===== src/hw/adcf_pkg.sv =====
// Constants, types and operation summary for the ADC output formatter
// Summary of operation
// - Internal termination on doubles the driver current so swing is unchanged.
// - Over-range flag rides the same pipeline as the sample bits.
// - With clock invert at zero, receiver samples the flag in clock low.
// - Output clock can be delayed 0, 45, 90 or 135 degrees.
// - Clock inversion is independent of delay, giving 0 to 315 degrees in 45 degree steps.
// - Reset gives offset binary; two's complement inverts the top bit.
// - Midscale is 800h; out-of-range inputs clamp and raise the flag.
// - Scrambling XORs bit 0 into sample bits 11 down to 1.
// - Scrambling leaves bit 0, the flag and the output clock alone.
// - Alternate polarity inverts odd sample bits only.
// - Scrambling and alternate polarity enable independently.
// - Test enable forces flag and bits to ones, zeros, alternating or checker.
// - Test pattern overrides two's complement, scrambling and polarity.
// - Output disable floats all outputs, flag and clock included.
// - Sleep powers everything down; set by register or parallel pin.
// - Nap keeps the reference; at least 100 cycles to recover.
// - Even bit drives while clock is low, odd bit while high.
// - Flag is driven low in the second half of each period.
// - Phase code 00, 01, 10, 11 is 0, 1/8, 1/4, 3/8 period.
package adcf_pkg;
	localparam int SAMPLE_W = 12;
	localparam int PAIR_N = SAMPLE_W / 2;
	localparam int AIN_W = 14;
	localparam int PIPE_LATENCY = 6;
	localparam int MCLK_PERIOD_NS = 100;
	localparam int ENC_PERIOD_NS = 800;
	localparam int ENC_CYC = ENC_PERIOD_NS / MCLK_PERIOD_NS;
	localparam int ENC_HALF = ENC_CYC / 2;
	localparam int PHASE_STEP_RAW = ENC_CYC / 8;
	localparam int PHASE_STEP_CYC = (PHASE_STEP_RAW < 1) ? 1 : PHASE_STEP_RAW;
	localparam int PH_CNT_W = 4;
	localparam int NAP_RECOVER_SAMPLES = 100;
	localparam logic [1:0] PHASE_NONE = 2'h0;
	localparam logic [1:0] PHASE_QUARTER = 2'h2;
	localparam logic [11:0] CODE_MAX = 12'hFFF;
	localparam logic [11:0] CODE_MIN = 12'h000;
	localparam logic [11:0] CODE_MSB = 12'h800;
	localparam logic [11:0] ODD_MASK = 12'hAAA;
	localparam logic signed [13:0] AIN_MAX = 14'sh07FF;
	localparam logic signed [13:0] AIN_MIN = 14'sh3800;
	localparam int APB_AW = 8;
	localparam logic [7:0] ADDR_POWER = 8'h00;
	localparam logic [7:0] ADDR_TIMING = 8'h04;
	localparam logic [7:0] ADDR_OUTMODE = 8'h08;
	localparam logic [7:0] ADDR_FORMAT = 8'h0C;
	localparam logic [7:0] ADDR_STATUS = 8'h10;
	localparam logic [31:0] REG_RST = 32'h0000_0000;
	localparam int PWR_SLEEP_BIT = 0;
	localparam int PWR_NAP_BIT = 1;
	localparam int TIM_DCS_BIT = 0;
	localparam int TIM_PHASE_LSB = 1;
	localparam int TIM_INV_BIT = 3;
	localparam int OUT_OFF_BIT = 0;
	localparam int OUT_TERM_BIT = 1;
	localparam int OUT_CUR_LSB = 2;
	localparam int FMT_TWOS_BIT = 0;
	localparam int FMT_SCRAMBLE_BIT = 1;
	localparam int FMT_ABP_BIT = 2;
	localparam int FMT_TEST_BIT = 3;
	localparam int FMT_TSEL_LSB = 4;
	localparam int ST_READY_BIT = 0;
	localparam int ST_PWR_LSB = 1;
	localparam int ST_PAR_BIT = 5;

	typedef enum logic [1:0] {
		TP_ONES = 2'h0,
		TP_ZEROS = 2'h1,
		TP_ALT = 2'h2,
		TP_CHECK = 2'h3
	} adcf_tp_t;

	typedef enum logic [3:0] {
		PWR_RUN = 4'h1,
		PWR_NAP = 4'h2,
		PWR_SLEEP = 4'h4,
		PWR_WAKE = 4'h8
	} adcf_pwr_t;

	typedef struct packed {
		logic over_range;
		logic [SAMPLE_W-1:0] bits;
	} adcf_word_t;

	typedef struct packed {
		logic twos;
		logic scramble;
		logic abp;
		logic test_en;
		adcf_tp_t test_sel;
	} adcf_fmt_cfg_t;

	localparam adcf_word_t PAT_ONES = 13'h1FFF;
	localparam adcf_word_t PAT_ZEROS = 13'h0000;
	localparam adcf_word_t CHECK_A = 13'h1555;
	localparam adcf_word_t CHECK_B = 13'h0AAA;
endpackage


===== src/hw/adcf_formatter.sv =====
// Sample formatter: code select, scramble, alternate polarity, test patterns
`timescale 1ns/1ps
`default_nettype none
module adcf_formatter (
	// Clock and reset
	input wire logic i_mclk,
	input wire logic i_sys_rst,
	// Sample in
	input wire logic i_load,
	input wire adcf_pkg::adcf_word_t i_word,
	input wire adcf_pkg::adcf_fmt_cfg_t i_cfg,
	// Formatted sample out
	output adcf_pkg::adcf_word_t o_word
);
	import adcf_pkg::*;

	adcf_word_t word_ff, nxt_word, coded;
	logic alt_ff, nxt_alt;

	always_comb begin
		coded = i_word;
		if (i_cfg.twos) begin
			coded.bits = coded.bits ^ CODE_MSB;
		end
		if (i_cfg.scramble) begin
			coded.bits[SAMPLE_W-1:1] = coded.bits[SAMPLE_W-1:1]
				^ {(SAMPLE_W-1){coded.bits[0]}};
		end
		if (i_cfg.abp) begin
			coded.bits = coded.bits ^ ODD_MASK;
		end
		nxt_word = word_ff;
		nxt_alt = alt_ff;
		if (i_load) begin
			nxt_alt = ~alt_ff;
			nxt_word = coded;
			if (i_cfg.test_en) begin
				case (i_cfg.test_sel)
					TP_ONES: nxt_word = PAT_ONES;
					TP_ZEROS: nxt_word = PAT_ZEROS;
					TP_ALT: nxt_word = alt_ff ? PAT_ZEROS : PAT_ONES;
					default: nxt_word = alt_ff ? CHECK_B : CHECK_A;
				endcase
			end
		end
	end

	always_ff @(posedge i_mclk) begin
		if (i_sys_rst) begin
			word_ff <= PAT_ZEROS;
			alt_ff <= 1'b0;
		end else begin
			word_ff <= nxt_word;
			alt_ff <= nxt_alt;
		end
	end

	assign o_word = word_ff;
endmodule
`default_nettype wire


===== src/hw/adcf_top.sv =====
// Top level: APB registers, sampling, pipeline, DDR output stage, power
//
// Implementation choices: the APB interface to the registers and the register offsets.
`timescale 1ns/1ps
`default_nettype none
module adcf_top #(
	parameter int LATENCY = adcf_pkg::PIPE_LATENCY,
	parameter int NAP_RECOVER = adcf_pkg::NAP_RECOVER_SAMPLES
) (
	// Clock and reset
	input wire logic i_mclk,
	input wire logic i_sys_rst,
	// APB slave
	input wire logic i_psel,
	input wire logic i_penable,
	input wire logic i_pwrite,
	input wire logic [adcf_pkg::APB_AW-1:0] i_paddr,
	input wire logic [31:0] i_pwdata,
	output logic [31:0] o_prdata,
	output logic o_pready,
	output logic o_pslverr,
	// Sampling clock, quantiser result and parallel pins
	input wire logic i_enc,
	input wire logic [adcf_pkg::AIN_W-1:0] i_ain_code,
	input wire logic i_par_mode,
	input wire logic i_par_sleep,
	input wire logic i_par_dcs,
	// LVDS output stage
	output logic [adcf_pkg::PAIR_N-1:0] o_sample_bits_ddr,
	output logic o_over_range_flag,
	output logic o_data_output_clock,
	output logic o_lvds_oe,
	output logic o_term_on,
	output logic o_drive_double,
	output logic [2:0] o_drive_current,
	// Power and clock conditioning
	output logic o_dcs_on,
	output logic o_core_pd,
	output logic o_ref_pd,
	output logic o_sample_ready
);
	import adcf_pkg::*;

	localparam int DLY_LEN = 3 * PHASE_STEP_CYC;
	localparam int WK_W = $clog2(NAP_RECOVER + 1);
	localparam int SYNC_W = AIN_W + 4;

	// Two flops on the enc, parallel and code pins; enc edge found on the synced copy only
	logic [SYNC_W-1:0] sync1_ff, sync2_ff;
	logic enc_prev_ff;
	logic enc_rise, par_mode_s, par_sleep_s, par_dcs_s;
	logic signed [AIN_W-1:0] ain_s;

	always_ff @(posedge i_mclk) begin
		if (i_sys_rst) begin
			sync1_ff <= '0;
			sync2_ff <= '0;
			enc_prev_ff <= 1'b0;
		end else begin
			sync1_ff <= {i_enc, i_par_mode, i_par_sleep, i_par_dcs, i_ain_code};
			sync2_ff <= sync1_ff;
			enc_prev_ff <= sync2_ff[SYNC_W-1];
		end
	end

	assign enc_rise = sync2_ff[SYNC_W-1] & ~enc_prev_ff;
	assign par_mode_s = sync2_ff[SYNC_W-2];
	assign par_sleep_s = sync2_ff[SYNC_W-3];
	assign par_dcs_s = sync2_ff[SYNC_W-4];
	assign ain_s = $signed(sync2_ff[AIN_W-1:0]);

	// Register file
	logic wr_en, rd_setup, addr_hit;
	logic pwr_sleep_ff, nxt_pwr_sleep, pwr_nap_ff, nxt_pwr_nap;
	logic tim_dcs_ff, nxt_tim_dcs, tim_inv_ff, nxt_tim_inv;
	logic [1:0] tim_phase_ff, nxt_tim_phase;
	logic out_off_ff, nxt_out_off, out_term_ff, nxt_out_term;
	logic [2:0] out_cur_ff, nxt_out_cur;
	adcf_fmt_cfg_t fmt_ff, nxt_fmt;
	logic [31:0] prdata_ff, nxt_prdata, rd_word;
	adcf_pwr_t pwr_state_ff, nxt_pwr_state;

	assign wr_en = i_psel & i_penable & i_pwrite;
	assign rd_setup = i_psel & ~i_penable & ~i_pwrite;

	always_comb begin
		addr_hit = 1'b1;
		rd_word = REG_RST;
		if (i_paddr == ADDR_POWER) begin
			rd_word[PWR_SLEEP_BIT] = pwr_sleep_ff;
			rd_word[PWR_NAP_BIT] = pwr_nap_ff;
		end else if (i_paddr == ADDR_TIMING) begin
			rd_word[TIM_DCS_BIT] = tim_dcs_ff;
			rd_word[TIM_PHASE_LSB +: 2] = tim_phase_ff;
			rd_word[TIM_INV_BIT] = tim_inv_ff;
		end else if (i_paddr == ADDR_OUTMODE) begin
			rd_word[OUT_OFF_BIT] = out_off_ff;
			rd_word[OUT_TERM_BIT] = out_term_ff;
			rd_word[OUT_CUR_LSB +: 3] = out_cur_ff;
		end else if (i_paddr == ADDR_FORMAT) begin
			rd_word[FMT_TWOS_BIT] = fmt_ff.twos;
			rd_word[FMT_SCRAMBLE_BIT] = fmt_ff.scramble;
			rd_word[FMT_ABP_BIT] = fmt_ff.abp;
			rd_word[FMT_TEST_BIT] = fmt_ff.test_en;
			rd_word[FMT_TSEL_LSB +: 2] = fmt_ff.test_sel;
		end else if (i_paddr == ADDR_STATUS) begin
			rd_word[ST_READY_BIT] = o_sample_ready;
			rd_word[ST_PWR_LSB +: 4] = pwr_state_ff;
			rd_word[ST_PAR_BIT] = par_mode_s;
		end else begin
			addr_hit = 1'b0;
		end
	end

	always_comb begin
		nxt_pwr_sleep = pwr_sleep_ff;
		nxt_pwr_nap = pwr_nap_ff;
		nxt_tim_dcs = tim_dcs_ff;
		nxt_tim_phase = tim_phase_ff;
		nxt_tim_inv = tim_inv_ff;
		nxt_out_off = out_off_ff;
		nxt_out_term = out_term_ff;
		nxt_out_cur = out_cur_ff;
		nxt_fmt = fmt_ff;
		nxt_prdata = prdata_ff;
		// Read data is latched in setup so access needs no wait state
		if (rd_setup) begin
			nxt_prdata = rd_word;
		end
		if (wr_en) begin
			if (i_paddr == ADDR_POWER) begin
				nxt_pwr_sleep = i_pwdata[PWR_SLEEP_BIT];
				nxt_pwr_nap = i_pwdata[PWR_NAP_BIT];
			end else if (i_paddr == ADDR_TIMING) begin
				nxt_tim_dcs = i_pwdata[TIM_DCS_BIT];
				nxt_tim_phase = i_pwdata[TIM_PHASE_LSB +: 2];
				nxt_tim_inv = i_pwdata[TIM_INV_BIT];
			end else if (i_paddr == ADDR_OUTMODE) begin
				nxt_out_off = i_pwdata[OUT_OFF_BIT];
				nxt_out_term = i_pwdata[OUT_TERM_BIT];
				nxt_out_cur = i_pwdata[OUT_CUR_LSB +: 3];
			end else if (i_paddr == ADDR_FORMAT) begin
				nxt_fmt.twos = i_pwdata[FMT_TWOS_BIT];
				nxt_fmt.scramble = i_pwdata[FMT_SCRAMBLE_BIT];
				nxt_fmt.abp = i_pwdata[FMT_ABP_BIT];
				nxt_fmt.test_en = i_pwdata[FMT_TEST_BIT];
				nxt_fmt.test_sel = adcf_tp_t'(i_pwdata[FMT_TSEL_LSB +: 2]);
			end
		end
	end

	always_ff @(posedge i_mclk) begin
		if (i_sys_rst) begin
			pwr_sleep_ff <= 1'b0;
			pwr_nap_ff <= 1'b0;
			tim_dcs_ff <= 1'b0;
			tim_phase_ff <= PHASE_NONE;
			tim_inv_ff <= 1'b0;
			out_off_ff <= 1'b0;
			out_term_ff <= 1'b0;
			out_cur_ff <= '0;
			fmt_ff <= '0;
			prdata_ff <= REG_RST;
		end else begin
			pwr_sleep_ff <= nxt_pwr_sleep;
			pwr_nap_ff <= nxt_pwr_nap;
			tim_dcs_ff <= nxt_tim_dcs;
			tim_phase_ff <= nxt_tim_phase;
			tim_inv_ff <= nxt_tim_inv;
			out_off_ff <= nxt_out_off;
			out_term_ff <= nxt_out_term;
			out_cur_ff <= nxt_out_cur;
			fmt_ff <= nxt_fmt;
			prdata_ff <= nxt_prdata;
		end
	end

	assign o_prdata = prdata_ff;
	assign o_pready = 1'b1;
	assign o_pslverr = i_psel & i_penable & ~addr_hit;

	// Power states; wake counts sampling edges, so it stalls without a clock
	logic sleep_req, nap_req;
	logic [WK_W-1:0] wake_cnt_ff, nxt_wake_cnt;

	assign sleep_req = par_mode_s ? par_sleep_s : pwr_sleep_ff;
	assign nap_req = ~par_mode_s & pwr_nap_ff;

	always_comb begin
		nxt_pwr_state = pwr_state_ff;
		nxt_wake_cnt = wake_cnt_ff;
		if (sleep_req) begin
			nxt_pwr_state = PWR_SLEEP;
			nxt_wake_cnt = '0;
		end else if (nap_req) begin
			nxt_pwr_state = PWR_NAP;
			nxt_wake_cnt = '0;
		end else begin
			case (pwr_state_ff)
				PWR_SLEEP, PWR_NAP: nxt_pwr_state = PWR_WAKE;
				PWR_WAKE: begin
					if (enc_rise) begin
						if (wake_cnt_ff == WK_W'(NAP_RECOVER - 1)) begin
							nxt_pwr_state = PWR_RUN;
						end else begin
							nxt_wake_cnt = wake_cnt_ff + 1'b1;
						end
					end
				end
				default: nxt_pwr_state = PWR_RUN;
			endcase
		end
	end

	always_ff @(posedge i_mclk) begin
		if (i_sys_rst) begin
			pwr_state_ff <= PWR_WAKE;
			wake_cnt_ff <= '0;
		end else begin
			pwr_state_ff <= nxt_pwr_state;
			wake_cnt_ff <= nxt_wake_cnt;
		end
	end

	assign o_core_pd = (pwr_state_ff == PWR_NAP) | (pwr_state_ff == PWR_SLEEP);
	assign o_ref_pd = pwr_state_ff == PWR_SLEEP;
	assign o_sample_ready = pwr_state_ff == PWR_RUN;

	// Sample capture and latency pipeline
	adcf_word_t clamp_word, fmt_word;
	adcf_word_t pipe_ff [0:LATENCY-1];
	adcf_word_t nxt_pipe [0:LATENCY-1];

	always_comb begin
		clamp_word.over_range = 1'b0;
		clamp_word.bits = ain_s[SAMPLE_W-1:0] ^ CODE_MSB;
		if (ain_s > AIN_MAX) begin
			clamp_word.over_range = 1'b1;
			clamp_word.bits = CODE_MAX;
		end else if (ain_s < AIN_MIN) begin
			clamp_word.over_range = 1'b1;
			clamp_word.bits = CODE_MIN;
		end
	end

	always_comb begin
		for (int i = 0; i < LATENCY; i++) begin
			nxt_pipe[i] = pipe_ff[i];
		end
		if (enc_rise && !o_core_pd) begin
			nxt_pipe[0] = clamp_word;
			for (int i = 1; i < LATENCY; i++) begin
				nxt_pipe[i] = pipe_ff[i-1];
			end
		end
	end

	always_ff @(posedge i_mclk) begin
		for (int i = 0; i < LATENCY; i++) begin
			if (i_sys_rst) begin
				pipe_ff[i] <= PAT_ZEROS;
			end else begin
				pipe_ff[i] <= nxt_pipe[i];
			end
		end
	end

	adcf_formatter u_formatter (
		.i_mclk(i_mclk),
		.i_sys_rst(i_sys_rst),
		.i_load(enc_rise),
		.i_word(pipe_ff[LATENCY-1]),
		.i_cfg(fmt_ff),
		.o_word(fmt_word)
	);

	// DDR serializer and output clock
	logic [PH_CNT_W-1:0] ph_cnt_ff, nxt_ph_cnt;
	logic [DLY_LEN-1:0] clk_dly_ff, nxt_clk_dly;
	logic [PAIR_N-1:0] even_bits, odd_bits, ddr_ff, nxt_ddr;
	logic base_clk, clk_tap, ovr_ff, nxt_ovr, oclk_ff, nxt_oclk;

	assign base_clk = ph_cnt_ff >= PH_CNT_W'(ENC_HALF);

	generate
		for (genvar g = 0; g < PAIR_N; g++) begin : g_pair
			assign even_bits[g] = fmt_word.bits[2*g];
			assign odd_bits[g] = fmt_word.bits[2*g+1];
		end
	endgenerate

	always_comb begin
		nxt_ph_cnt = ph_cnt_ff;
		if (enc_rise) begin
			nxt_ph_cnt = '0;
		end else if (ph_cnt_ff != PH_CNT_W'(ENC_CYC - 1)) begin
			nxt_ph_cnt = ph_cnt_ff + 1'b1;
		end
		nxt_clk_dly = {clk_dly_ff[DLY_LEN-2:0], base_clk};
		clk_tap = base_clk;
		if (tim_phase_ff != PHASE_NONE) begin
			clk_tap = clk_dly_ff[tim_phase_ff * PHASE_STEP_CYC - 1];
		end
		nxt_oclk = clk_tap ^ tim_inv_ff;
		nxt_ddr = base_clk ? odd_bits : even_bits;
		nxt_ovr = base_clk ? 1'b0 : fmt_word.over_range;
	end

	always_ff @(posedge i_mclk) begin
		if (i_sys_rst) begin
			ph_cnt_ff <= '0;
			clk_dly_ff <= '0;
			ddr_ff <= '0;
			ovr_ff <= 1'b0;
			oclk_ff <= 1'b0;
		end else begin
			ph_cnt_ff <= nxt_ph_cnt;
			clk_dly_ff <= nxt_clk_dly;
			ddr_ff <= nxt_ddr;
			ovr_ff <= nxt_ovr;
			oclk_ff <= nxt_oclk;
		end
	end

	assign o_sample_bits_ddr = ddr_ff;
	assign o_over_range_flag = ovr_ff;
	assign o_data_output_clock = oclk_ff;
	assign o_lvds_oe = ~out_off_ff;
	assign o_term_on = out_term_ff;
	assign o_drive_double = out_term_ff;
	assign o_drive_current = out_cur_ff;
	// Stabilizer must be on for nonzero phase; software enforces that
	assign o_dcs_on = par_mode_s ? par_dcs_s : tim_dcs_ff;
endmodule
`default_nettype wire


===== config.mk =====
export PLATFORM = sky130hd
export DESIGN_NAME = adcf_top
export DESIGN_NICKNAME = d
export VERILOG_FILES = /design/src/hw/adcf_pkg.sv /design/src/hw/adcf_formatter.sv /design/src/hw/adcf_top.sv
export SDC_FILE = /design/constraint.sdc
export NUM_CORES = 1
export LEC_CHECK = 0
export BUFFER_PORTS_ARGS = -buffer_cell sky130_fd_sc_hd__buf_2
export CAP_MARGIN = 5
export CORE_MARGIN = 1
export CORE_UTILIZATION = 51
export DETAILED_ROUTE_END_ITERATION = 6
export PLACE_DENSITY = 0.8
export SLEW_MARGIN = 20
export SYNTH_ARGS = -nofsm -noshare
export SYNTH_HDL_FRONTEND = slang
export SYNTH_SLANG_ARGS = --single-unit

===== constraint.sdc =====
create_clock -name i_mclk -period 1.6 [get_ports i_mclk]
set_clock_uncertainty 0.1 [all_clocks]
set_input_delay 0.32 -clock i_mclk [delete_from_list [all_inputs] [get_ports i_mclk]]
set_output_delay 0.32 -clock i_mclk [all_outputs]
set_load 0.02 [all_outputs]

# Word level (Yosys, flattened, before mapping)
# Memories as Yosys holds them, arrays and structs flattened.
# Cells that the tools add are included.
dict set report classes {
  addsub 3
  mul 0
  div_mod_pow 0
  magnitude_cmp 4
  eq_ne 18
  shifts 0
  muxes 43
  bitwise 30
  reduce_logical 18
}
# op count
set ops {}
lappend ops {{$mux W13} 11}
lappend ops {{$mux W78} 1}
lappend ops {{$pmux W13 S3} 1}
lappend ops {{$lt A32 B3 Y1 const B} 1}
lappend ops {{$mux W12} 2}
lappend ops {{$mux W4} 6}
lappend ops {{$mux W6} 3}
lappend ops {{$eq A8 B4 Y1 const B} 2}
lappend ops {{$gt A14 B12 Y1 const B} 1}
lappend ops {{$lt A14 B12 Y1 const B} 1}
lappend ops {{$mux W1} 13}
lappend ops {{$not A1 Y1} 13}
lappend ops {{$mux W11} 1}
lappend ops {{$xor A11 B11 Y11} 1}
lappend ops {{$eq A8 B3 Y1 const B} 1}
lappend ops {{$eq A8 B5 Y1 const B} 1}
lappend ops {{$logic_not A8 Y1} 1}
lappend ops {{$ne A4 B4 Y1 const B} 2}
lappend ops {{$pmux W4 S2} 1}
lappend ops {{$reduce_and A2 Y1} 4}
lappend ops {{$reduce_or A2 Y1} 4}
lappend ops {{$add A7 B1 Y7 const B} 1}
lappend ops {{$and A1 B1 Y1} 7}
lappend ops {{$eq A7 B7 Y1 const B} 1}
lappend ops {{other kinds (26)} 36}
dict set report totals {
  register_bits 100
  latch_bits 0
  mem_bits_rw 78
  romBits 0
  inputBits 63
  output_inout_bits 52
  wordCells 146
  mem_count 1
}
# memory depth word_bits read_ports rd_ports_with_merged_regs wr line_no
set memory_table {}
lappend memory_table {pipe_ff 6 13 6 0 6 adcf_top.sv:231} ;# adcf_word_t pipe_ff [0:LATENCY-1];

# Longest topological paths before layout
# Gate-level depths: netlist of run 1.
dict set report logic_depth {
  ltp_word 8
  depth_mapped 6
  ltp_nobuf 6
}

# Modules after synthesis
# From an unflattened synthesis of run 1, not the netlist that was laid out.
dict set report unflattened {
  hier_cells 800
  area_unflattened_um2 7001.7
}
# mod instances cells_per_inst area_per_inst_um2 seq_area_each_um2
set modules_own_cells {}
lappend modules_own_cells {adcf_top 1 713 6237.2 3283.1}
lappend modules_own_cells {adcf_formatter 1 87 764.5 280.3}

# Worst setup path before layout of run 1
# No wires, ideal clock.
dict set report synth_timing {
  kind {flip-flop to flip-flop}
  from {register pwr_state_ff[0]}
  to {register prdata_ff[0], in the netlist o_prdata[0]}
  setup_time_ns 0.061
  arrival_ns 1.712
  required_time_ns 1.439
  slack_ns -0.273
  stages_incl_launch_ff 5
  path_buffers 0
  period_less_slack_ns 1.873
  cell_sequence {dfxtp_1 nor4b_1 a221oi_1 a21oi_1 a32o_1}
}
dict set report synth_via {
  elab_chain_len 6
}
# element line_no
set synth_rtl {}
lappend synth_rtl {{from (decl)} adcf_top.sv:81} ;# adcf_pwr_t pwr_state_ff, nxt_pwr_state;
lappend synth_rtl {{from (signal assigned)} adcf_top.sv:220} ;# pwr_state_ff <= nxt_pwr_state;
lappend synth_rtl {{$eq A4 B1 Y1} adcf_top.sv:227} ;# assign o_sample_ready = pwr_state_ff == PWR_RUN;
lappend synth_rtl {{named net o_sample_ready} adcf_top.sv:40} ;# output logic o_sample_ready
lappend synth_rtl {{$mux W6} adcf_top.sv:106} ;# end else if (i_paddr == ADDR_STATUS) begin
lappend synth_rtl {{$mux W6} adcf_top.sv:100} ;# end else if (i_paddr == ADDR_FORMAT) begin
lappend synth_rtl {{$mux W5} adcf_top.sv:96} ;# end else if (i_paddr == ADDR_OUTMODE) begin
lappend synth_rtl {{$mux W4} adcf_top.sv:92} ;# end else if (i_paddr == ADDR_TIMING) begin
lappend synth_rtl {{$mux W2} adcf_top.sv:89} ;# if (i_paddr == ADDR_POWER) begin
lappend synth_rtl {{to (signal assigned)} adcf_top.sv:174} ;# prdata_ff <= nxt_prdata;
lappend synth_rtl {{to (decl)} adcf_top.sv:80} ;# logic [31:0] prdata_ff, nxt_prdata, rd_word;
# The timed path passes the listed nets, and every way through them passes these cells.
# A chain may end at the register's enable or synchronous reset.

# Worst setup path after layout of run 1
dict set report layout_timing {
  from {register pwr_state_ff[3]}
  to {output o_sample_ready}
}
dict set report layout_via {
  elab_chain_len 1
}
# element line_no
set layout_rtl {}
lappend layout_rtl {{$eq A4 B1 Y1} adcf_top.sv:227}
lappend layout_rtl {{to (decl)} adcf_top.sv:40}
# No other way between the ends.

==> results by stage, run 1 <==
Layout:
- The antenna diode count is 0.
- The final cell count without fillers is 1045.
- The share of post-route cells with drive strength above 1 is 22.0%.
- For this run, the share of the core covered by cells in the final layout is 64.7%.
- The area growth from synthesis to layout is 23.0%.
- The count of nets after finishing is 920.

Pwr:
- The proportion of power drawn by the clock network is 42.1%.
- The fraction of power spent switching nets is 23.5%.
- For this design the ratio of total power to cell area is 1010 mW/mm2.
- Combinational logic burns 7.7% of the power.
- The cell-internal power is 6950 uW.
- The leakage power figure is 0.00351 uW.
- The analysis attributes to net switching a power of 2140 uW.
- Registers are responsible for 50.2% of the overall power.
- The maximum VDD drop is 0.859 mV.

Place:
- The sum of net half-perimeters after detailed placement is 8740 um.
- The cell count after placement is 986.
- At the end of routability-driven placement, the weighted congestion stood at 0.819.
- Input and output buffers added on the ports amount to 61.

Yosys:
- The synthesized design spends more area on one cell type than any other, namely sky130_fd_sc_hd__dfxtp_1.
- By area the synthesized netlist is led by sky130_fd_sc_hd__dfxtp_1 49%, sky130_fd_sc_hd__mux2i_1 12%, sky130_fd_sc_hd__nor2_1 5.2%, sky130_fd_sc_hd__nor2b_1 4.4%, sky130_fd_sc_hd__buf_4 2.9%.
- Counting flops with an async set or reset pin after synthesis yields a share of 0%.
- The number of different library cells in the post-synthesis netlist is 55.
- The number of cells produced by synthesis is 751.
- After synthesis the netlist holds a flip-flop and latch count of 178.
- The most frequently used flop master after synthesis is sky130_fd_sc_hd__dfxtp_1.
- The synthesized design contains 0 enable-type register cells.
- During synthesis, Yosys emitted a total of 0 warnings.
- The dominant cell by count in the synthesized netlist is sky130_fd_sc_hd__dfxtp_1.
- By count the netlist is led by 178 x sky130_fd_sc_hd__dfxtp_1, 102 x sky130_fd_sc_hd__nor2_1, 87 x sky130_fd_sc_hd__mux2i_1.
- The mean post-synth cell area is 9.76 um2.
- The post-synthesis cell area is 0.00733 mm2.
- After synthesis, the largest area contributor takes up 48.6% of total cell area.
- The fraction of the yosys area taken by sequential cells is 48.6%.

STA:
- Setup violations remaining at the end of the flow were counted as 77.
- The post-route clock period utilization is 114%.
- The highest attainable clock frequency is 0.549 GHz.
- The max-slew violation count was 0.
- The clock period minus worst slack is 1.82 ns.
- The post-route worst setup slack is -0.220 ns.
- Setup repair after global routing could not meet its margin everywhere.
- The number of hold-slack violations in the final timing report is 0.

Worst setup path:
- The kind of end point of the critical path is an output pin.
- Along the worst path, the maximum fanout reaches 4.
- The end of the worst register-to-register path is wake_cnt_ff[4]$_SDFFE_PP0P_.
- The nature of the critical path startpoint is a flop.
- For the worst setup path, the data required time is 1.18 ns.
- The setup path with the least slack is of type flop to output pin.
- At the worst endpoint, the arrival time is 1.40 ns.
- In this run the register-to-register setup slack is -0.14 ns.
- The number of cells on the worst reg-to-reg path is 5.
- The startpoint of the worst-slack reg-to-reg timing path is pwr_state_ff[1]$_SDFFE_PP0P_.

Floorplanning:
- The die is 122 um wide.
- The boundary pin count is 115.
- The area of the core is 0.0139 mm2.
- The total die area is 0.0149 mm2.
- For this configuration, the core starts out at a cell density of 52.6%.
- The height of the die is 122 um.
- In this run the core area contains 43 standard-cell rows.

Flow run:
- Max-cap violations in this run came to 0.

Clocking:
- Clock tree synthesis selected as its root buffer the cell sky130_fd_sc_hd__clkbuf_16.
- The H-tree was split into 4 levels.
- The TritonCTS buffer count is 17.
- Clock latency on the worst-skew pair, taken at its later pin, is 0.43 ns.
- After clock tree synthesis, the clock-pin slew on the worst setup and hold paths is 0.06 ns.
- TritonCTS built the clock tree.
- The number of clock sinks seen by CTS is 178.
- The clock passes through at most 2 buffers.

Global route:
- The global-route total usage across every layer is 19.4%.
- The global-route wire length before repair is 22600 um.
- The number of antenna violations at the first check in global routing is 0.
- The total overflow left after global routing is 0.
- The number of global-route vias before repair is 4902.
- Entering global routing, the biggest net connects 59 pins.

Hold path:
- The hold path endpoint is sync1_ff[15]$_SDFF_PP0_.
- The depth of the worst hold-timing path is 2.
- The path class of the tightest hold or removal check is input port to flop.
- The startpoint of the tightest hold check path is i_par_sleep.

Drt:
- The per-cell via count in the routed design is 5.07.
- In the routed design, unresolved DRC markers number 0.
- For this block, the initial DRC count from the detailed router was 346.
- The first detailed-routing pass ran for 4 iterations.
- The post-route antenna net violation count is 0.
- The via count is 5295.
- After detailed routing, the total wire length is 14300 um.
- In the final routed layout, each cell accounts on average for 13.7 um.

Outcome:
- The flow ran to the end, but the final reports show violations.
- The checks that failed: setup timing.
per-layer routing:
metal / wire (um) / GRT usage (%) / share of wire (%) / up-vias
li1: - / - / - / 2695
met1: 6480 / 24.9 / 45 / 2460
met2: 6910 / 30.7 / 48 / 121
met3: 698 / 5.52 / 4.9 / 19
met4: 225 / 7.18 / 1.6 / 0
met5: 0 / 0 / 0 / -
placed cells by master (no fill, tap or decap), drive strengths merged, types with 6 or more instances in the layout:
master,netlist,routed
inv,20,23
nor2,102,102
a21oi,38,38
xnor2,9,9
nor3,21,21
dfxtp,178,178
nand3,10,10
clkbuf,26,26
nand2,25,25
mux2i,87,87
nand2b,18,18
nor2b,52,52
a32o,8,8
xnor3,6,6
o21a,11,11
o21ai,31,31
buf,49,111
dlygate4sd3,0,17
conb,2,27
cell type report:
| class | count | area, um2 |
|---|---|---|
| Clock buffer | 21 | 472 |
| Clock inverter | 9 | 73.8 |
| Tap cell | 180 | 225 |
| Timing Repair Buffer | 133 | 1120 |
| Multi-Input combinational cell | 504 | 3470 |
| Inverter | 20 | 75.1 |
| Sequential cell | 178 | 3590 |
| Fill cell | 1073 | 4920 |
repair_timing:
action,in CTS,in global routing
endpoints found under the setup margin,90,95
gates resized for setup,22,18
pin swaps,11,8
hold buffers,17,0
buffers inserted,4,3
gates cloned,0,6
endpoints found under the hold margin,17,0
power groups by stage:
stage          registers, uW  logic (uW)  clock network, uW
3_5_place_dp            4660         605                  0
2_1_floorplan           4660         476                  0
3_3_place_gp            4660         596                  0
6_report                4570         701               3820
4_1_cts                 4560         649               3890
5_1_grt                 4570         763               4110
cell families after synthesis:
kind of cell / Yosys count / synth area share (%)
simple gates: 257 / 18.2
flops: 178 / 48.6
compound gates: 110 / 9.87
buf+inv: 95 / 7.34
mux: 90 / 12.3
xor+xnor: 16 / 3.04
fa+ha+maj: 3 / 0.512
other cells: 2 / 0.102
sequential cells by signal, indices dropped and copies added (netlist names), 3 cells and up:
| signal | flops |
|---|---|
| ph_cnt_ff | 4 |
| pipe_ff | 78 |
| u_formatter.o_word | 13 |
| fmt_ff | 6 |
| wake_cnt_ff | 7 |
| pwr_state_ff | 4 |
| o_sample_bits_ddr | 6 |
| o_prdata | 6 |
| sync2_ff | 18 |
| clk_dly_ff | 3 |
| sync1_ff | 18 |
| o_drive_current | 3 |
critical path: stages (launching register included):
cell,delay [ns]
sky130_fd_sc_hd__dfxtp_4,0.36
sky130_fd_sc_hd__buf_6,0.13
sky130_fd_sc_hd__nor4b_4,0.29
sky130_fd_sc_hd__buf_4,0.20
metrics by stage:
stage | TNS [ns] | setup slack (ns) | total power [uW] | hold slack (ns) | cell area, um2
floorplan | -0.0841 | -0.0361 | 5140 | 0.314 | 7460
global placement | -4.41 | -0.254 | 5260 | 0.318 | 7980
detailed placement | -9.49 | -0.282 | 5270 | 0.320 | 7980
CTS | -1.71 | -0.238 | 9100 | 0.0000200 | 8780
global route | -9.19 | -0.259 | 9440 | 0.0360 | 9020
finish | -4.55 | -0.220 | 9090 | 0.0205 | 9020
how the worst max path moves through the flow:
stage                                 startpoint                        to  cells after the start
finish              pwr_state_ff[3]$_SDFFE_PP1P_            o_sample_ready                      3
global route        pwr_state_ff[3]$_SDFFE_PP1P_            o_sample_ready                      3
CTS                 pwr_state_ff[1]$_SDFFE_PP0P_            o_sample_ready                      3
detailed placement                    i_paddr[1]  o_prdata[1]$_SDFFE_PP0P_                      5
global placement                      i_paddr[1]  o_prdata[1]$_SDFFE_PP0P_                      5
floorplan                             i_paddr[1]  o_prdata[1]$_SDFFE_PP0P_                      4
No activity file was read; power rests on OpenSTA's default activity.
==> run 2: changes to the inputs <==
- PLACE_DENSITY: 0.8 -> 0.76
==> results by stage, run 2 (synthesis results as in run 1) <==
Outcome:
- The flow ran to the end, but the final reports show violations.
- The final reports fail on setup timing.

Worst setup path:
- The worst endpoint required time is 1.18 ns (about the same).
- The type of the worst setup path is flop to output pin.
- The kind of end point of the critical path is an output pin.
- STA classifies the critical path startpoint as a flop.
- The highest net fanout along the worst path is 3 (-1).
- The number of cells on the worst reg-to-reg path is 6 (+1).
- The arrival time at the worst endpoint is 1.44 ns (+0.04 ns).

Drt:
- The first-iteration detailed-routing DRC count is 295 (-15%).
- The routed length per placed instance was 14.0 um (+1.9%).
- The number of detailed-routing iterations run before antenna repair came to 6 (+2).
- The post-route antenna net violation count came to 0 (unchanged).
- The via count is 5416 (+2.3%).
- The routed wire length is 14500 um (+1.3%).
- The per-cell via count in the routed design was 5.21 (+2.9%).
- The DRC violation count after routing is 0 (unchanged).

Clocking:
- The worst-case clock buffer depth was 2 (unchanged).
- The clock tree from TritonCTS is done.
- The root buffer cell chosen for the clock tree is sky130_fd_sc_hd__clkbuf_16.
- The clock-pin slew on the worst setup and hold paths was 0.06 ns (about the same).
- The TritonCTS buffer count is 17 (unchanged).
- The number of clock sinks seen by CTS is 178 (unchanged).
- The clock latency reported for the late side of the worst-skew pair is 0.42 ns (about the same).
- The number of levels in the clock H-tree is 4 (unchanged).

STA:
- Setup repair after global routing could not meet its margin everywhere.
- The worst hold slack is 0.0155 ns (-0.00496 ns).
- The sum of negative setup slack came to -12.38 ns (-7.82 ns).
- The final setup violation count was 90 (+17%).
- The post-route clock period utilization is 116% (+2.7 points).
- The number of hold-slack violations in the final timing report is 0 (unchanged).
- The highest attainable clock frequency is 0.537 GHz (-2.3%).
- The clock period minus worst slack was 1.86 ns (+0.0436 ns).
- The post-route worst setup slack is -0.264 ns (-0.0436 ns).
- The max-slew violation count came to 0 (unchanged).
- The slew at the pin closest to its max-slew limit is 0.789 ns.
- The max-slew headroom at the worst pin is 47.3%.

Flow run:
- The max-capacitance violation count is 0 (unchanged).

Global route:
- The pin count of the biggest net entering global routing was 117 (+98%).
- The global-route total usage across every layer was 20.4% (+1.0 points).
- The global-route wire length before repair is 23700 um (+5.1%).
- The number of antenna violations at the first check in global routing is 0 (unchanged).
- The number of global-route vias before repair is 5168 (+5.4%).
- The overall overflow remaining after global route is 0 (unchanged).

Layout:
- The number of flip-flops in the largest register is 78 (unchanged).
- The antenna diode count is 0 (unchanged).
- The register with the most flip-flops in the final layout is pipe_ff.
- The final cell count without fillers is 1039 (-0.57%).
- The largest registers in the layout are pipe_ff (78), sync1_ff (18), sync2_ff (18).
- The area growth from synthesis to final layout is 22.0%.
- The library cells used most frequently in the layout, excluding fill and tap cells, are 169 x sky130_fd_sc_hd__dfxtp_1, 100 x sky130_fd_sc_hd__nor2_1, 82 x sky130_fd_sc_hd__mux2i_1.
- The count of nets after finishing came to 913 (-0.76%).
- The total area of multi-input combinational cells is 0.00349 mm2 (+0.65%).
- The number of filler instances in the final layout is 1056 (-1.6%).
- The commonest non-fill, non-tap cell in the layout is sky130_fd_sc_hd__dfxtp_1.
- The share of post-route cells with drive strength above 1 is 23.2% (+1.2 points).
- The area of all sequential standard cells is 0.00359 mm2 (about the same).

Hold path:
- The min-delay analysis places its worst path in the category input port to flop.
- The depth of the worst hold-timing path is 2 (unchanged).

Place:
- The sum of net half-perimeters after detailed placement is 9220 um (+5.4%).
- The cell count after placement came to 987 (+0.10%).
- The worst setup slack before clock tree synthesis is -0.300 ns (-0.0183 ns).
- The quantity of I/O buffers inserted on ports is 61 (unchanged).
- The global placer's final weighted congestion is 0.825 (+0.73%).

Floorplanning:
- The height of the die came to 122 um (unchanged).
- The total number of placement rows is 43 (unchanged).
- The total die area is 0.0149 mm2 (unchanged).
- The die outline width is 122 um (unchanged).
- The boundary pin count came to 115 (unchanged).
- The area of the core was 0.0139 mm2 (unchanged).
- The effective utilization at floorplan is 52.6% (unchanged).

Pwr:
- The fraction of power spent switching nets is 22.7% (-0.87 points).
- The maximum VDD drop is 0.959 mV (+12%).
- The combinational group share of total power was 7.5% (-0.2 points).
- The reported net switching power is 2070 uW (-3.1%).
- The leakage power figure is 0.00350 uW (-0.21%).
- The power density over the cells came to 1020 mW/mm2 (+1.5%).
- The sequential share of power is 49.9% (-0.3 points).
- The proportion of power drawn by the clock network is 42.6% (+0.5 points).
- The cell-internal power is 7080 uW (+1.8%).
==> run 2: final timing paths <==
check             slack (ns)                           to                    startpoint
setup / recovery       -0.26               o_sample_ready  pwr_state_ff[2]$_SDFFE_PP0P_
hold / removal          0.02       sync1_ff[3]$_SDFF_PP0_                 i_ain_code[3]
setup reg to reg       -0.19  pipe_ff[0][10]$_SDFFE_PP0P_  pwr_state_ff[2]$_SDFFE_PP0P_
hold reg to reg         0.33       sync2_ff[2]$_SDFF_PP0_        sync1_ff[2]$_SDFF_PP0_
==> run 2: final cells by class <==
type                    instances  share of cell area, %
inverters                      20                  0.840
clock inverters                 8                  0.882
flip-flops and latches        178                   40.1
multi-input cells             503                   39.1
repair buffers                127                   11.2
well taps                     180                   2.52
clock buffers                  23                   5.35
==> run 2: stage by stage <==
stage	utilization, %	cell area (um2)	power [uW]
floorplan	-	7460	5140
global placement	57.0	7950	5240
detailed placement	57.0	7950	5260
CTS	63.3	8820	9190
global route	64.1	8940	9490
finish	64.1	8940	9150
==> run 2: what timing repair did <==
action / 4_1_cts / 5_1_grt
buffers inserted: 8 / 3
hold buffers: 9 / 0
resized for setup: 38 / 24
pin swaps: 17 / 11
cloned: 2 / 0
setup endpoints to repair: 89 / 97
endpoints found under the hold margin: 9 / 0
==> run 2: power groups by stage <==
stage | registers, uW | clock network [uW] | logic [uW]
3_5_place_dp | 4660 | 0 | 594
2_1_floorplan | 4660 | 0 | 476
4_1_cts | 4560 | 3970 | 659
5_1_grt | 4570 | 4170 | 749
6_report | 4560 | 3900 | 686
3_3_place_gp | 4660 | 0 | 577
==> run 2: critical path: stages (launching register included) <==
cell and delay (ns):
sky130_fd_sc_hd__dfxtp_4 0.36, sky130_fd_sc_hd__buf_6 0.13, sky130_fd_sc_hd__nor4b_4 0.34, sky130_fd_sc_hd__buf_4 0.20
==> run 2: metal layers <==
| metal | up-vias | routed length (um) | share of wire, % | global-route usage (%) |
|---|---|---|---|---|
| li1 | 2692 | - | - | - |
| met1 | 2549 | 6410 | 44 | 24.9 |
| met2 | 152 | 7130 | 49 | 33.8 |
| met3 | 23 | 709 | 4.9 | 5.24 |
| met4 | 0 | 248 | 1.7 | 8.64 |
| met5 | - | 0 | 0 | 0 |
==> run 3: changes to the inputs <==
- CORE_UTILIZATION: 51 -> 50
- PLACE_DENSITY: 0.76 -> 0.75
==> results by stage, run 3 (synthesis results as in run 1) <==
Layout:
- In the layout the commonest cells are 166 x sky130_fd_sc_hd__dfxtp_1, 101 x sky130_fd_sc_hd__nor2_1, 87 x sky130_fd_sc_hd__mux2i_1.
- The library cell used most frequently in the layout, excluding fill and tap cells, is sky130_fd_sc_hd__dfxtp_1.
- The area growth from synthesis to final layout is 22.3%.
- The number of flip-flops in the largest register was 78 (unchanged).
- The share of post-route cells with drive strength above 1 is 22.9% (-0.29 points).
- The largest registers in the layout are pipe_ff (78), sync1_ff (18), sync2_ff (18).
- The register with the most flip-flops in the final layout is pipe_ff.
- The total area of multi-input combinational cells came to 0.00345 mm2 (-1.2%).
- The antenna diode count came to 0 (unchanged).
- The count of nets after finishing is 924 (+1.2%).
- The number of filler instances in the final layout came to 1124 (+6.4%).
- The area of all sequential standard cells was 0.00359 mm2 (+0.10%).

Pwr:
- The combinational group share of total power is 7.4% (about the same).
- The reported net switching power was 2120 uW (+2.4%).
- The power after layout is 9320 uW (+1.9%).
- The proportion of power drawn by the clock network is 43.7% (+1.1 points).
- The fraction of power spent switching nets is 22.8% (+0.10 points).
- The sequential share of power is 48.9% (-1.0 points).
- The power density over the cells is 1040 mW/mm2 (+1.7%).
- The maximum VDD drop is 0.911 mV (-5.0%).
- The cell-internal power was 7200 uW (+1.8%).
- The leakage power figure came to 0.00353 uW (+0.83%).

Global route:
- The global-route total usage across every layer was 20.0% (-0.37 points).
- The global-route wire length before repair is 23700 um (-0.29%).
- The pin count of the biggest net entering global routing is 50 (-57%).
- The number of global-route vias before repair was 5026 (-2.7%).
- The number of antenna violations at the first check in global routing was 0 (unchanged).
- The overall overflow remaining after global route is 0 (unchanged).

Worst setup path:
- The worst endpoint required time is 1.18 ns (about the same).
- The arrival time at the worst endpoint is 1.41 ns (-0.03 ns).
- The type of the worst setup path is flop to output pin.
- The highest net fanout along the worst path came to 3 (unchanged).
- The largest individual stage delay along the critical path comes from the cell sky130_fd_sc_hd__dfxtp_4.
- The delay of the slowest cell on the worst path is 0.36 ns (about the same).
- The critical path goes through buf_6 > nor4b_4 > buf_4.
- STA classifies the critical path endpoint as an output pin.
- The nature of the critical path startpoint is a flop.

Place:
- The sum of net half-perimeters after detailed placement is 9510 um (+3.2%).
- The quantity of I/O buffers inserted on ports is 61 (unchanged).
- The worst setup slack before clock tree synthesis is -0.311 ns (-0.0101 ns).
- The global placer's final weighted congestion is 0.823 (-0.34%).

Clocking:
- The number of clock sinks seen by CTS came to 178 (unchanged).
- The TritonCTS buffer count is 17 (unchanged).
- The number of levels in the clock H-tree came to 4 (unchanged).
- The clock latency reported for the late side of the worst-skew pair is 0.43 ns (about the same).
- The clock-pin slew on the worst setup and hold paths was 0.06 ns (about the same).
- The buffer cell driving the clock tree root is sky130_fd_sc_hd__clkbuf_16.
- The worst-case clock buffer depth is 2 (unchanged).
- The clock tree from TritonCTS is done.

Outcome:
- The flow ran to the end, but the final reports show violations.
- The final reports fail on setup timing.

STA:
- The post-route clock period utilization is 114% (-2.4 points).
- The number of hold-slack violations in the final timing report was 0 (unchanged).
- The post-route worst setup slack is -0.225 ns (+0.0382 ns).
- The worst hold slack was 0.0164 ns (+0.000856 ns).
- The clock period minus worst slack is 1.83 ns (-0.0382 ns).
- The max-slew violation count is 0 (unchanged).
- The highest attainable clock frequency is 0.548 GHz (+2.1%).
- Setup repair after global routing could not meet its margin everywhere.
- The final setup violation count is 48 (-47%).

Floorplanning:
- The area of the core is 0.0141 mm2 (+1.2%).
- The die outline width came to 123 um (+0.98%).
- The total die area is 0.0151 mm2 (+2.0%).
- The total number of placement rows came to 43 (unchanged).
- The height of the die came to 123 um (+0.98%).
- The effective utilization at floorplan is 52.0% (-0.60 points).
- The boundary pin count is 115 (unchanged).

Hold path:
- The tightest min-delay check is of the input port to flop type.

Drt:
- The per-cell via count in the routed design is 5.14 (-1.4%).
- The DRC violation count after routing is 0 (unchanged).
- The routed wire length is 14200 um (-2.0%).
- The first-iteration detailed-routing DRC count is 254 (-14%).
- The post-route antenna net violation count is 0 (unchanged).
- The via count is 5397 (-0.35%).
- The number of detailed-routing iterations run before antenna repair is 4 (-2).
- The routed length per placed instance is 13.5 um (-3.1%).

Flow run:
- The max-capacitance violation count is 0 (unchanged).
run 3: changes by cell type in the layout (fill, tap and decap cells not counted), moves of 3 or more:
cell / before / now
sky130_fd_sc_hd__buf_12: 6 / 3
sky130_fd_sc_hd__mux2i_2: 5 / 0
sky130_fd_sc_hd__dfxtp_1: 169 / 166
sky130_fd_sc_hd__dlygate4sd3_1: 9 / 16
sky130_fd_sc_hd__mux2i_1: 82 / 87
sky130_fd_sc_hd__inv_6: 1 / 4
sky130_fd_sc_hd__buf_4: 43 / 53
sky130_fd_sc_hd__dfxtp_2: 4 / 7
run 3: timing repair:
item / CTS / global route
pin swaps: 16 / 6
endpoints found under the setup margin: 91 / 97
hold buffers: 16 / 0
hold endpoints to repair: 16 / 0
gates cloned: 1 / 0
gates resized for setup: 38 / 12
buffers inserted: 5 / 3
run 3: power groups by stage:
stage	combinational (uW)	sequential [uW]	clock (uW)
after floorplan	476	4660	0
after global routing	757	4570	4330
after global placement	591	4660	0
after CTS	677	4560	4140
final	688	4560	4080
after detailed placement	606	4670	0
run 3: critical path, delay by kind of cell, from the launching register on:
kind | cells | cell delay [ns]
DFF | 1 | 0.36
buffers and inverters | 2 | 0.32
and+or+nand+nor | 1 | 0.30
run 3: final timing paths:
check             cells after the start  slack (ns)                           to                          from
setup / recovery                      3       -0.23                     o_ref_pd  pwr_state_ff[1]$_SDFFE_PP0P_
hold / removal                        2        0.02       sync1_ff[1]$_SDFF_PP0_                 i_ain_code[1]
setup reg to reg                      5       -0.12  pipe_ff[3][12]$_SDFFE_PP0P_       sync2_ff[17]$_SDFF_PP0_
hold reg to reg                       1        0.34       sync2_ff[9]$_SDFF_PP0_        sync1_ff[9]$_SDFF_PP0_
run 3: final cells by class:
cell class / count / area share [%]
Inverter: 20 / 0.838
Tap cell: 180 / 2.51
Sequential cell: 178 / 40.1
Timing Repair Buffer: 138 / 11.5
Clock buffer: 23 / 5.57
Multi-Input combinational cell: 503 / 38.5
Clock inverter: 8 / 0.991
run 3: stage by stage:
step / area, um2 / TNS, ns / utilization [%] / cells
after floorplan: 7460 / -0.0841 / - / 776
after global placement: 7970 / -3.25 / 56.5 / 995
after detailed placement: 7970 / -4.28 / 56.5 / 995
after CTS: 8910 / -2.37 / 63.2 / 1047
after global routing: 8960 / -9.39 / 63.6 / 1050
final: 8960 / -2.65 / 63.6 / 1050
run 3: metal layers:
layer  track usage [%]  vias to the layer above  part of all wire, %
li1                  -                     2714                    -
met1              26.1                     2552                   47
met2              33.0                      116                   48
met3              4.15                       15                  3.8
met4              6.70                        0                  1.3
met5                 0                        -                    0
